`config.mk`:
```
export PLATFORM = sky130hd
export DESIGN_NAME = mipc_irq_ctrl
export DESIGN_NICKNAME = d
export VERILOG_FILES = /design/src/hw/mipc_pkg.sv /design/src/hw/mipc_srcreg.sv /design/src/hw/mipc_arbiter.sv /design/src/hw/mipc_irq_ctrl.sv
export VERILOG_INCLUDE_DIRS = /design/src /design/src/hw
export SDC_FILE = /design/constraint.sdc
export NUM_CORES = 1
export LEC_CHECK = 0
export ABC_AREA = 1
export BUFFER_PORTS_ARGS = -buffer_cell sky130_fd_sc_hd__buf_4
export CORE_MARGIN = 4
export CORE_UTILIZATION = 53
export DETAILED_ROUTE_END_ITERATION = 8
export PLACE_DENSITY = 0.72
export SKIP_LAST_GASP = 1
export SYNTH_ARGS = -nofsm -noshare
export SYNTH_HDL_FRONTEND = slang
export SYNTH_HIERARCHICAL = 1
export SYNTH_SLANG_ARGS = --single-unit
```
`constraint.sdc`:
```
create_clock -name mclk -period 47.3 [get_ports mclk]
set_input_delay 2.365 -clock mclk [delete_from_list [all_inputs] [get_ports mclk]]
set_output_delay 2.365 -clock mclk [all_outputs]
set_load 0.05 [all_outputs]
```
`src/hw/mipc_map.svh`:
```
// Purpose: offsets, field positions, reset values and codes of the
//          maskable interrupt controller
// Assumes: register port with an 8-bit address and 32-bit data
// Notes: definitions only
`ifndef MIPC_MAP_SVH
`define MIPC_MAP_SVH

`define MIPC_NSRC 33
`define MIPC_CTL_BASE 8'h00
`define MIPC_BIT_BASE 8'h40
`define MIPC_PSW_ADDR 8'h80
`define MIPC_SPC_ADDR 8'h84
`define MIPC_SST_ADDR 8'h88
`define MIPC_ECR_ADDR 8'h8C
`define MIPC_IST_ADDR 8'h90
`define MIPC_ICLR_ADDR 8'h94
`define MIPC_IEN_ADDR 8'h98
`define MIPC_CFG_ADDR 8'h9C
`define MIPC_ISR_ADDR 8'hA0

`define MIPC_CTL_RESET 8'h47
`define MIPC_PSW_RESET 32'h00000020
`define MIPC_NP_BIT 7
`define MIPC_EP_BIT 6
`define MIPC_ID_BIT 5
`define MIPC_IF_BIT 7
`define MIPC_MK_BIT 6
`define MIPC_PR_MSB 2

`define MIPC_CODE_BASE 16'h0080
`define MIPC_NMI_CODE 16'h0010
`define MIPC_NMI_HANDLER 32'h00000010
`define MIPC_LVL_NONE 4'h8
`define MIPC_WDT_SRC 0
`define MIPC_NEV 3

`endif

```
`src/hw/mipc_pkg.sv`:
```
// Purpose: types shared by the interrupt controller modules
// Assumes: nothing
// Notes: field layout of one source control byte and the core carriers
package mipc_pkg;

    typedef struct packed {
        logic flag;
        logic mask;
        logic [2:0] pri;
    } mipc_ctl_type;

    typedef struct packed {
        logic [31:0] pc;
        logic return_from_irq;
        logic ei;
        logic di;
    } mipc_core_type;

    typedef struct packed {
        logic valid;
        logic nmi;
        logic [31:0] pc;
    } mipc_vec_type;

endpackage

```
`src/hw/mipc_srcreg.sv`:
```
// Purpose: one per-source control byte: pending flag, mask, priority
// Assumes: byte and single-bit writes never come in the same cycle
// Notes: bits 5..3 of the byte are not stored and read as zero
`timescale 1ns/100ps
`include "mipc_map.svh"
module mipc_srcreg
    import mipc_pkg::*;
(
    input wire logic mclk, // Clock
    input wire logic rst_n, // Synchronous reset
    input wire logic req, // Request pulse from the source
    input wire logic take, // Request acknowledged
    input wire logic wr_byte, // Whole-byte write
    input wire logic wr_bit, // Single-bit write
    input wire logic [2:0] bit_sel, // Bit position for bit write
    input wire logic bit_val, // Value for bit write
    input wire logic [7:0] wdata, // Byte write data
    output mipc_ctl_type ctl // Stored control fields
);

    always_ff @(posedge mclk) begin
        if (!rst_n) begin
            ctl.flag <= 1'(`MIPC_CTL_RESET >> `MIPC_IF_BIT);
            ctl.mask <= 1'((`MIPC_CTL_RESET >> `MIPC_MK_BIT) & 8'h01);
            ctl.pri <= 3'(`MIPC_CTL_RESET & 8'h07);
        end else begin
            // A new request beats any clear in the same cycle
            if (req) begin
                ctl.flag <= 1'b1;
            end else if (take) begin
                ctl.flag <= 1'b0;
            end else if (wr_byte) begin
                ctl.flag <= wdata[`MIPC_IF_BIT];
            end else if (wr_bit && bit_sel == 3'h7) begin
                ctl.flag <= bit_val;
            end
            if (wr_byte) begin
                ctl.mask <= wdata[`MIPC_MK_BIT];
                ctl.pri <= wdata[`MIPC_PR_MSB:0];
            end else if (wr_bit) begin
                if (bit_sel == 3'h6) begin
                    ctl.mask <= bit_val;
                end
                if (bit_sel <= 3'h2) begin
                    ctl.pri[bit_sel[1:0]] <= bit_val;
                end
            end
        end
    end

    req_sets_flag_a: assert property (@(posedge mclk) disable iff (!rst_n)
        req |=> ctl.flag)
        else $error("request did not set pending flag");

endmodule

```
`src/hw/mipc_arbiter.sv`:
```
// Purpose: pick the pending unmasked source with the best level
// Assumes: level 0 is the most urgent, index 0 the first by default
// Notes: purely combinational
`timescale 1ns/100ps
`include "mipc_map.svh"
module mipc_arbiter
    import mipc_pkg::*;
(
    input mipc_ctl_type ctl [`MIPC_NSRC], // Control fields of all sources
    output logic valid, // Some source is eligible
    output logic [5:0] idx, // Winning source
    output logic [2:0] lvl // Level of the winner
);

    always_comb begin
        valid = 1'b0;
        idx = 6'h00;
        lvl = 3'h7;
        // Walk downward so a lower index wins a tie of levels
        for (int i = `MIPC_NSRC - 1; i >= 0; i--) begin
            if (ctl[i].flag && !ctl[i].mask
                && (!valid || ctl[i].pri <= lvl)) begin
                valid = 1'b1;
                idx = 6'(i);
                lvl = ctl[i].pri;
            end
        end
    end

endmodule

```
`src/hw/mipc_irq_ctrl.sv`:
```
// Purpose: maskable interrupt priority, nesting and status word logic
// Assumes: the core reports return-from-irq and the enable/disable
//          instructions as one-cycle pulses beside its current PC
// Notes: vector outputs are registered, one cycle after the decision
//
// What this block does
// - Acknowledging a non-maskable request sets status bit 7, which then holds off further ones.
// - That bit reads 0 with no non-maskable service running and 1 while one runs.
// - There are 33 maskable sources, each masked by its own control register.
// - Each source has one of eight levels; the best level wins and default order breaks ties.
// - Acknowledging a maskable request sets the disable flag, blocking others until cleared.
// - With interrupts re-enabled in a handler only strictly better levels may nest.
// - With the watchdog select bit at 0 the watchdog overflow is an ordinary maskable source.
// - Acknowledge saves PC, saves status, writes the cause code, disables, clears EP, jumps.
// - A request stays pending while masked or while the NMI or disable flag is set.
// - Return with EP and NP at 0 reloads PC and status word from the saved registers.
// - Each source has an 8-bit control register writable as a byte or one bit.
// - Every source control register resets to 47H.
// - The 3-bit priority field codes level 0 as highest up to level 7 as lowest.
// - The pending flag reads 1 from a request of its source until that request is acknowledged, else 0.
`timescale 1ns/100ps
`include "mipc_map.svh"
module mipc_irq_ctrl
    import mipc_pkg::*;
(
    input wire logic mclk, // 10 MHz clock
    input wire logic rst_n, // Synchronous reset, active low
    input wire logic [7:0] reg_addr, // Register address
    input wire logic [31:0] reg_wdata, // Register write data
    input wire logic reg_wr, // Write strobe
    input wire logic reg_rd, // Read strobe
    output logic [31:0] reg_rdata, // Read data, cycle after strobe
    input wire logic [`MIPC_NSRC-1:0] src_req, // Source request pulses
    input wire logic nmi_req, // Non-maskable request pulse
    input mipc_core_type core_in, // Core PC and instruction events
    output mipc_vec_type vec, // Jump request to the core
    output logic [31:0] status_word, // Current status word
    output logic irq // Level, enabled event pending
);

    mipc_ctl_type ctl [`MIPC_NSRC];
    logic [31:0] irq_saved_pc;
    logic [31:0] irq_saved_status;
    logic [31:0] exception_cause_reg;
    logic [31:0] nmi_saved_pc;
    logic [31:0] nmi_saved_status;
    logic [7:0] in_service;
    logic [`MIPC_NEV-1:0] ev_status;
    logic [`MIPC_NEV-1:0] ev_enable;
    logic watchdog_nmi_select;
    logic nmi_held;
    logic arb_valid;
    logic [5:0] arb_idx;
    logic [2:0] arb_lvl;
    logic [3:0] isr_top;
    logic [`MIPC_NSRC-1:0] eff_req;
    logic nmi_in;
    logic nmi_take;
    logic take;
    logic return_from_irq_m;
    logic return_from_irq_n;
    logic np_flag;
    logic ep_flag;
    logic id_flag;
    logic [`MIPC_NEV-1:0] ev_set;

    function automatic logic hit(input logic [7:0] a, input logic [7:0] b,
                                 input int i);
        hit = a == b + 8'(i);
    endfunction

    function automatic logic [15:0] cause_of(input logic [5:0] i);
        cause_of = `MIPC_CODE_BASE + {6'h00, i, 4'h0};
    endfunction

    assign np_flag = status_word[`MIPC_NP_BIT];
    assign ep_flag = status_word[`MIPC_EP_BIT];
    assign id_flag = status_word[`MIPC_ID_BIT];

    // Watchdog overflow goes to the maskable side only when not selected
    always_comb begin
        eff_req = src_req;
        eff_req[`MIPC_WDT_SRC] = src_req[`MIPC_WDT_SRC]
            && !watchdog_nmi_select;
    end
    assign nmi_in = nmi_req
        || (src_req[`MIPC_WDT_SRC] && watchdog_nmi_select);

    generate
        for (genvar g = 0; g < `MIPC_NSRC; g++) begin : g_src
            mipc_srcreg u_src (
                .mclk(mclk),
                .rst_n(rst_n),
                .req(eff_req[g]),
                .take(take && arb_idx == 6'(g)),
                .wr_byte(reg_wr && hit(reg_addr, `MIPC_CTL_BASE, g)),
                .wr_bit(reg_wr && hit(reg_addr, `MIPC_BIT_BASE, g)),
                .bit_sel(reg_wdata[2:0]),
                .bit_val(reg_wdata[3]),
                .wdata(reg_wdata[7:0]),
                .ctl(ctl[g])
            );
        end
    endgenerate

    mipc_arbiter u_arb (
        .ctl(ctl),
        .valid(arb_valid),
        .idx(arb_idx),
        .lvl(arb_lvl)
    );

    // Most urgent level now in service, or none
    always_comb begin
        isr_top = `MIPC_LVL_NONE;
        for (int i = 7; i >= 0; i--) begin
            if (in_service[i]) begin
                isr_top = 4'(i);
            end
        end
    end

    // NMI outranks everything; the maskable side waits for it
    assign nmi_take = (nmi_in || nmi_held) && !np_flag;
    assign take = arb_valid && !np_flag && !id_flag
        && !nmi_take && {1'b0, arb_lvl} < isr_top;
    assign return_from_irq_m = core_in.return_from_irq && !ep_flag && !np_flag;
    assign return_from_irq_n = core_in.return_from_irq && !ep_flag && np_flag;

    always_ff @(posedge mclk) begin
        if (!rst_n) begin
            nmi_held <= 1'b0;
        end else if (nmi_in && np_flag) begin
            nmi_held <= 1'b1;
        end else if (nmi_take) begin
            nmi_held <= 1'b0;
        end
    end

    always_ff @(posedge mclk) begin
        if (!rst_n) begin
            status_word <= `MIPC_PSW_RESET;
        end else if (nmi_take) begin
            status_word[`MIPC_NP_BIT] <= 1'b1;
            status_word[`MIPC_ID_BIT] <= 1'b1;
            status_word[`MIPC_EP_BIT] <= 1'b0;
        end else if (take) begin
            status_word[`MIPC_ID_BIT] <= 1'b1;
            status_word[`MIPC_EP_BIT] <= 1'b0;
        end else if (return_from_irq_m) begin
            status_word <= irq_saved_status;
        end else if (return_from_irq_n) begin
            status_word <= nmi_saved_status;
        end else if (core_in.ei) begin
            status_word[`MIPC_ID_BIT] <= 1'b0;
        end else if (core_in.di) begin
            status_word[`MIPC_ID_BIT] <= 1'b1;
        end else if (reg_wr && reg_addr == `MIPC_PSW_ADDR) begin
            status_word <= {24'h000000, reg_wdata[7:0]};
        end
    end

    always_ff @(posedge mclk) begin
        if (!rst_n) begin
            irq_saved_pc <= 32'h00000000;
            irq_saved_status <= 32'h00000000;
        end else if (take) begin
            irq_saved_pc <= core_in.pc;
            irq_saved_status <= status_word;
        end else begin
            // Handler saves and restores these around nesting
            if (reg_wr && reg_addr == `MIPC_SPC_ADDR) begin
                irq_saved_pc <= reg_wdata;
            end
            if (reg_wr && reg_addr == `MIPC_SST_ADDR) begin
                irq_saved_status <= reg_wdata;
            end
        end
    end

    always_ff @(posedge mclk) begin
        if (!rst_n) begin
            nmi_saved_pc <= 32'h00000000;
            nmi_saved_status <= 32'h00000000;
        end else if (nmi_take) begin
            nmi_saved_pc <= core_in.pc;
            nmi_saved_status <= status_word;
        end
    end

    always_ff @(posedge mclk) begin
        if (!rst_n) begin
            exception_cause_reg <= 32'h00000000;
        end else if (nmi_take) begin
            exception_cause_reg[31:16] <= `MIPC_NMI_CODE;
        end else if (take) begin
            exception_cause_reg[15:0] <= cause_of(arb_idx);
        end
    end

    always_ff @(posedge mclk) begin
        if (!rst_n) begin
            in_service <= 8'h00;
        end else if (take) begin
            in_service[arb_lvl] <= 1'b1;
        end else if (return_from_irq_m && isr_top != `MIPC_LVL_NONE) begin
            in_service[isr_top[2:0]] <= 1'b0;
        end
    end

    always_ff @(posedge mclk) begin
        if (!rst_n) begin
            vec.valid <= 1'b0;
            vec.nmi <= 1'b0;
            vec.pc <= 32'h00000000;
        end else begin
            vec.valid <= nmi_take || take || return_from_irq_m || return_from_irq_n;
            vec.nmi <= nmi_take;
            if (nmi_take) begin
                vec.pc <= `MIPC_NMI_HANDLER;
            end else if (take) begin
                vec.pc <= {16'h0000, cause_of(arb_idx)};
            end else if (return_from_irq_m) begin
                vec.pc <= irq_saved_pc;
            end else if (return_from_irq_n) begin
                vec.pc <= nmi_saved_pc;
            end
        end
    end

    always_ff @(posedge mclk) begin
        if (!rst_n) begin
            watchdog_nmi_select <= 1'b0;
            ev_enable <= '0;
        end else if (reg_wr) begin
            if (reg_addr == `MIPC_CFG_ADDR) begin
                watchdog_nmi_select <= reg_wdata[0];
            end
            if (reg_addr == `MIPC_IEN_ADDR) begin
                ev_enable <= reg_wdata[`MIPC_NEV-1:0];
            end
        end
    end

    // Events: maskable acknowledge, NMI acknowledge, NMI held off
    assign ev_set = {nmi_in && np_flag, nmi_take, take};

    always_ff @(posedge mclk) begin
        if (!rst_n) begin
            ev_status <= '0;
        end else if (reg_wr && reg_addr == `MIPC_ICLR_ADDR) begin
            ev_status <= (ev_status & ~reg_wdata[`MIPC_NEV-1:0]) | ev_set;
        end else begin
            ev_status <= ev_status | ev_set;
        end
    end

    assign irq = |(ev_status & ev_enable);

    always_ff @(posedge mclk) begin
        if (!rst_n) begin
            reg_rdata <= 32'h00000000;
        end else if (!reg_rd) begin
            reg_rdata <= 32'h00000000;
        end else if (reg_addr[7:6] == 2'b00
                     && reg_addr[5:0] < 6'(`MIPC_NSRC)) begin
            reg_rdata <= {24'h000000, ctl[reg_addr[5:0]].flag,
                          ctl[reg_addr[5:0]].mask, 3'h0,
                          ctl[reg_addr[5:0]].pri};
        end else begin
            case (reg_addr)
                `MIPC_PSW_ADDR: reg_rdata <= status_word;
                `MIPC_SPC_ADDR: reg_rdata <= irq_saved_pc;
                `MIPC_SST_ADDR: reg_rdata <= irq_saved_status;
                `MIPC_ECR_ADDR: reg_rdata <= exception_cause_reg;
                `MIPC_IST_ADDR: reg_rdata <= {29'h0, ev_status};
                `MIPC_IEN_ADDR: reg_rdata <= {29'h0, ev_enable};
                `MIPC_CFG_ADDR: reg_rdata <= {31'h0, watchdog_nmi_select};
                `MIPC_ISR_ADDR: reg_rdata <= {24'h0, in_service};
                default: reg_rdata <= 32'h00000000;
            endcase
        end
    end

    nmi_sets_np_a: assert property (@(posedge mclk) disable iff (!rst_n)
        nmi_take |=> np_flag && vec.valid && vec.nmi)
        else $error("NMI acknowledge did not set NP");

    nmi_no_nest_a: assert property (@(posedge mclk) disable iff (!rst_n)
        np_flag && nmi_in |=> !vec.nmi && nmi_held)
        else $error("NMI nested while NP set");

    np_clear_a: assert property (@(posedge mclk) disable iff (!rst_n)
        return_from_irq_n && !nmi_held |=> np_flag == $past(nmi_saved_status[7]))
        else $error("NP not restored on NMI return");

    mask_holds_a: assert property (@(posedge mclk) disable iff (!rst_n)
        take |-> !ctl[arb_idx].mask && ctl[arb_idx].flag)
        else $error("masked source acknowledged");

    id_set_a: assert property (@(posedge mclk) disable iff (!rst_n)
        take |=> id_flag && !take)
        else $error("acknowledge did not disable");

    nest_level_a: assert property (@(posedge mclk) disable iff (!rst_n)
        take |-> {1'b0, arb_lvl} < isr_top)
        else $error("equal or lower level nested");

    wdt_maskable_a: assert property (@(posedge mclk) disable iff (!rst_n)
        src_req[0] && !watchdog_nmi_select |-> !nmi_take || nmi_req
            || nmi_held)
        else $error("watchdog taken as NMI while not selected");

    ack_steps_a: assert property (@(posedge mclk) disable iff (!rst_n)
        take |=> irq_saved_pc == $past(core_in.pc)
            && irq_saved_status == $past(status_word)
            && exception_cause_reg[15:0] == $past(cause_of(arb_idx))
            && !ep_flag
            && vec.pc == {16'h0000, exception_cause_reg[15:0]})
        else $error("acknowledge steps wrong");

    pending_held_a: assert property (@(posedge mclk) disable iff (!rst_n)
        np_flag || id_flag |-> !take)
        else $error("request taken while NP or ID set");

    return_from_irq_restore_a: assert property (@(posedge mclk) disable iff (!rst_n)
        return_from_irq_m && !nmi_take && !take |=> vec.valid
            && vec.pc == $past(irq_saved_pc)
            && status_word == $past(irq_saved_status))
        else $error("return did not restore PC and status");

    ctl_reset_a: assert property (@(posedge mclk)
        !$past(rst_n) && rst_n |-> ctl[1] == 5'h0F && ctl[32] == 5'h0F)
        else $error("control register reset value wrong");

endmodule

```
* Word-level counts from Yosys, hierarchy flattened
Index checks and enable logic that the tools add are counted.
** Cells by class
- $add $sub $neg :: 1
- Multiply operators :: 0
- Divide/modulo/power cells :: 0
- Order comparisons :: 42
- Eq/ne operators :: 114
- Shifts and indexed selects :: 0
- Multiplexer cells :: 408
- Bitwise logic cells :: 13
- Reductions and logical operators :: 546
** Operators by type and width (count)
- $mux 4 :: 74
- $mux 32 :: 9
- $eq 8x7->1 const B :: 33
- $pmux 32 s8 :: 1
- $logic_and 1x1->1 :: 217
- $reduce_bool 2->1 :: 104
- $mux 3 :: 68
- $mux 6 :: 33
- $mux 1 :: 174
- $reduce_and 2->1 :: 70
- $reduce_bool 4->1 :: 35
- $eq 8x5->1 const B :: 16
- $bwmux 3 :: 33
- $eq 6x5->1 const B :: 16
- $le 3x3->1 :: 32
- $eq 8x8->1 const B :: 9
- $logic_not 1->1 :: 70
- $eq 8x4->1 const B :: 8
- $mux 26 :: 2
- $eq 6x4->1 const B :: 8
- $logic_or 1x1->1 :: 37
- $eq 8x3->1 const B :: 4
- $bmux 5 s6 :: 1
- $mux 5 :: 5
- 44 further kinds :: 65
** Storage, ports and cells
- Flip-flop bits (word level) :: 424
- Latch bits :: 0
- Memory bits (writable) :: 0
- Bits in read-only memories :: 0
- Input bits :: 113
- Output and inout bits :: 99
- Word-level logic and storage cells :: 1245
- Memories :: 0

* Longest topological paths before layout
- Word-level depth :: 138
- Depth in mapped cells :: 295
- Gate-level depth less buffers :: 293

* Hierarchy
Netlist, hierarchy kept.
** By module, submodules not included
- mipc_irq_ctrl :: times used 1, cells each 1913, area an instance 12901.1 µm², seq. area each 5004.8 µm²
- mipc_srcreg :: times used 33, cells each 56, area an instance 322.8 µm², seq. area each 100.1 µm²
- mipc_arbiter :: times used 1, cells each 844, area an instance 4817.1 µm², seq. area each 0.0 µm²

* Worst setup path after synthesis
Ideal clock, no wire load.
- Path kind :: register -> register
- Start point :: register, netlist name g_src[32].u_src/ctl[4]
- End point :: register, netlist name g_src[10].u_src/ctl[4]
- Library setup time :: 0.110 ns
- Data arrival time :: 36.142 ns
- Required time :: 47.190 ns
- Setup slack :: 11.048 ns
- Stages on the path, launching flop included :: 281
- Buffers on the path :: 1
- Clock period less this slack :: 36.252 ns
- Cells stage by stage :: dfxtp_1 > nand2_2 > nor2_1 > inv_1 > ha_1 > nand3_1 > nand2_1 > inv_1 > nand2_1 > nand2_1 > nand2_1 > nand2_1 > ha_1 > a21oi_1 > o21ai_0 > nand2_1 > nand2_1 > inv_1 > [245 not listed] > a32oi_1 > nand2_2 > nand3_4 > clkinv_2 > nand2_1 > nand2_1 > ha_1 > a211oi_4 > nand2_2 > inv_2 > buf_4 > nand3_1 > nor3_1 > inv_1 > nand3_1 > nor2_1 > nor2_2 > nor2_1
** Between the ends
- Elaborated cells on any way between the ends :: 238
- Those cells by class :: 33 x order compare; 1 x eq/ne; 101 x mux; 103 x reduce/logical
** RTL lines
- $logic_and 1x1->1 * :: line mipc_arbiter.sv:21 : if (ctl[i].flag && !ctl[i].mask
- $mux 3 or $mux 1 (tied branches) :: line mipc_arbiter.sv:21
- $le 3x3->1 or $logic_not 1->1 (tied branches) :: line mipc_arbiter.sv:22 : && (!valid || ctl[i].pri <= lvl)) begin
- $logic_or 1x1->1 :: line mipc_arbiter.sv:22
- $logic_and 1x1->1 :: line mipc_arbiter.sv:22
- $mux 3 or $mux 1 (tied branches) :: line mipc_arbiter.sv:21
- $le 3x3->1 or $logic_not 1->1 (tied branches) :: line mipc_arbiter.sv:22
- $logic_or 1x1->1 :: line mipc_arbiter.sv:22
- [120 not listed]
- $logic_and 1x1->1 :: line mipc_arbiter.sv:22
- $mux 3 * :: line mipc_arbiter.sv:21
- net arb_lvl[2] :: line mipc_irq_ctrl.sv:54 : logic [2:0] arb_lvl;
- $lt 3x4->1 * :: line mipc_irq_ctrl.sv:126 : && !nmi_take && {1'b0, arb_lvl} < isr_top;
- $logic_and 1x1->1 * :: line mipc_irq_ctrl.sv:126
- $logic_and 1x1->1 * :: line mipc_irq_ctrl.sv:95 : .take(take && arb_idx == 6'(g)),
- $mux 1 :: line mipc_srcreg.sv:30 : end else if (take) begin
- $mux 1 :: line mipc_srcreg.sv:28 : if (req) begin
The timed path passes the listed nets; every way through them passes the cells marked *.
A chain may end at the register's enable or synchronous reset.

* Worst setup path in the final report
- Start point :: register, netlist name g_src[32].u_src/ctl[4]
- End point :: register vec[30] in the netlist's numbering
** Between the ends
- Elaborated cells on any way between the ends :: 201
- Those cells by class :: 33 x order compare; 66 x mux; 102 x reduce/logical
** RTL lines
- $logic_and 1x1->1 * :: line mipc_arbiter.sv:21
- $mux 3 or $mux 1 (tied branches) :: line mipc_arbiter.sv:21
- $le 3x3->1 or $logic_not 1->1 (tied branches) :: line mipc_arbiter.sv:22
- $logic_or 1x1->1 :: line mipc_arbiter.sv:22
- $logic_and 1x1->1 :: line mipc_arbiter.sv:22
- $mux 3 or $mux 1 (tied branches) :: line mipc_arbiter.sv:21
- $le 3x3->1 or $logic_not 1->1 (tied branches) :: line mipc_arbiter.sv:22
- $logic_or 1x1->1 :: line mipc_arbiter.sv:22
- [118 not listed]
- $le 3x3->1 or $logic_not 1->1 (tied branches) :: line mipc_arbiter.sv:22
- $logic_or 1x1->1 :: line mipc_arbiter.sv:22
- $logic_and 1x1->1 :: line mipc_arbiter.sv:22
- $mux 3 * :: line mipc_arbiter.sv:21
- net arb_lvl[2] :: line mipc_irq_ctrl.sv:54
- $lt 3x4->1 * :: line mipc_irq_ctrl.sv:126
- $logic_and 1x1->1 * :: line mipc_irq_ctrl.sv:126
- $reduce_or 3->1 (no line) *
- end, declared :: line mipc_irq_ctrl.sv:36 : output mipc_vec_type vec,
Marks and branches as above.

==> impl_metrics.json <==
{
  "synth_fp_nets": 4817,
  "grt_max_degree": 91,
  "die_area_um2": 57300,
  "ant_nets": 0,
  "cts_tree": "built",
  "cts_setup_buffers": 0,
  "drive_gt1_frac": 0.107,
  "rr_worst_depth": 277,
  "status": "completed",
  "final_cells": 5497,
  "critPathSlowestCell": "buf_4",
  "stdcell_area_um2": 32300,
  "cts_max_level": 2,
  "top_register": "g_src.u_src/ctl",
  "top_regs": "g_src.u_src/ctl (165), vec (34)",
  "min_path_cells": 2,
  "whs_ps": 450,
  "place.port_buffers": 211,
  "vias_per_cell": 5.73,
  "insertion_delay_ps": 620,
  "cts_resized": 0,
  "cpMostUsedCell": "nand2_1",
  "yosysTopAreaCell": "dfxtp_1",
  "first_pass_iters": 6,
  "final.setup.tns_ps": 0,
  "insertedDiodeCount": 0,
  "slew_headroom": 0.192,
  "post_synth.cell_area_avg_um2": 6.16,
  "synth-edff-count": 0,
  "vias": 31500,
  "cp-start-kind": "flip-flop",
  "dp_hpwl_um": 72700,
  "io_pins": 212,
  "setup_viol": 0,
  "numCtsBuffers": 49,
  "final_hold_viol_count": 0,
  "yosys-top-cells-area": "dfxtp_1, nand2_1, inv_1",
  "max_stage_delay_ps": 720,
  "antenna_found_initial": 3,
  "leakagePower_nw": 16.7,
  "num_rows": 84,
  "placed_cell_area_um2": 30500,
  "wl_per_cell_um": 19.0,
  "die_height_um": 239,
  "cap_viol_max_count": 0,
  "worstPathRequired_ps": 47840,
  "gp_congestion": 0.979,
  "finalPower_mw": 0.912,
  "async_reset_ff_frac": 0,
  "area_growth_syn_to_layout_pct": 13.8,
  "crit_type": "flip-flop to flip-flop",
  "period_minus_slack_ps": 41850,
  "worst_pin_slew_ps": 1210,
  "grt-ovfl-total": 0,
  "largest_register_ffs": 165,
  "wl_um": 104000,
  "fin_nets": 4985,
  "syn_inst": 4605,
  "synth_top_area_frac": 0.293,
  "rsz0062_at_grt": "no",
  "end_kind": "flip-flop",
  "ys.flop_type": "dfxtp_1",
  "cts_buffer_depth": 3,
  "dp_cells": 5410,
  "hold_path.class": "flip-flop to flip-flop",
  "cts_root_buffer": "clkbuf_16",
  "crit_arrival_ps": 42390,
  "powerDensity_nw_per_um2": 28.3,
  "synth-seq-area-share": 0.293,
  "period_share": 0.885,
  "slew_violations": 0,
  "grt_pass1_vias": 27900,
  "synth.distinct_cells": 54,
  "synth.cell_area_um2": 28400,
  "clock-sinks": 415,
  "vdd.ir_drop.worst_mv": 0.0285,
  "grt_pass1_wl_um": 159000,
  "dp_slack_ps": 6160,
  "fin_ws_ps": 5450,
  "core-area_um2": 52800,
  "grt_util_all_layers": 0.348,
  "path_max_fanout": 90,
  "skew_ps": 27.5,
  "hold_buffers": 0,
  "clock.fmax_ghz": 0.0239,
  "clkTransAtPathRegs_ps": 60,
  "drt_iter0_drc": 4136,
  "final_core_util": 0.612,
  "drc": 0,
  "start_util": 0.538,
  "chipWidth_um": 239,
  "ys_ff_latch": 415,
  "yosys_warnings": 6
}
layout by cell type, fill, tap and decap left out, drive strengths merged, types with 41 or more instances in the layout:
cell type	Yosys	routed
buf	56	240
inv	718	720
nand3	460	460
nor2	571	571
nand4	49	49
a22o	41	41
o211ai	151	151
and2	44	44
ha	99	99
a21oi	218	218
dfxtp	415	415
nor3	47	47
nand2	1322	1322
a22oi	92	92
clkbuf	67	63
o21ai	86	86
synth_stat cells (48+ instances only):
master / count
a22oi_1: 92
a21oi_1: 218
nand3_1: 458
nand2_1: 1275
nand4_1: 48
dfxtp_1: 415
inv_1: 675
o21ai_0: 78
o211ai_1: 148
ha_1: 99
nor2_2: 54
clkbuf_1: 67
nor2_1: 516
worst paths after layout:
check        slack, ps                   start                   to
max               5450  g_src[32].u_src/ctl[4]              vec[30]
min                450     nmi_saved_status[7]  nmi_saved_status[7]
max reg2reg       5450  g_src[32].u_src/ctl[4]              vec[30]
min reg2reg        450     nmi_saved_status[7]  nmi_saved_status[7]
layout make-up:
class | instances | area (um^2)
clock buffers | 63 | 1370
flip-flops and latches | 415 | 8310
repair buffers | 240 | 1810
multi-input cells | 3344 | 16800
clock inverters | 24 | 438
fillers | 5175 | 20500
well taps | 688 | 861
inverters | 723 | 2720
power breakdown:
group / switching [mW] / internal, mW / leakage (nW)
sequential: 0.00774 / 0.359 / 3.37
clock: 0.166 / 0.260 / 0.883
combinational: 0.0849 / 0.0338 / 12.4
critical path, delay by kind of cell, from the launching register on:
| family | cells | cell delay [ps] |
|---|---|---|
| and+or+nand+nor | 133 | 17560 |
| AOI/OAI and AO/OA | 65 | 9560 |
| adders and majority gates | 33 | 8740 |
| buffers and inverters | 46 | 5400 |
| DFF | 1 | 380 |
cells by family (layout without fill, tap and decap cells):
| group | count (synthesis) | in the layout | synth area share |
|---|---|---|---|
| AO/OA/AOI/OAI | 703 | 703 | 0.164 |
| adder cells (fa/ha/maj) | 99 | 99 | 0.0437 |
| flip-flops | 415 | 415 | 0.293 |
| buffers and inverters | 846 | 1050 | 0.117 |
| AND/OR/NAND/NOR | 2541 | 2541 | 0.382 |
| XOR/XNOR | 1 | 1 | 0.000309 |
metal layers:
layer	share of wire	GRT usage	wire, um
met1	0.43	0.495	44500
met4	0.032	0.103	3350
met2	0.41	0.509	43200
met3	0.12	0.103	13000
met5	0.00087	0.00673	91
No activity file was read; power rests on OpenSTA's default activity.
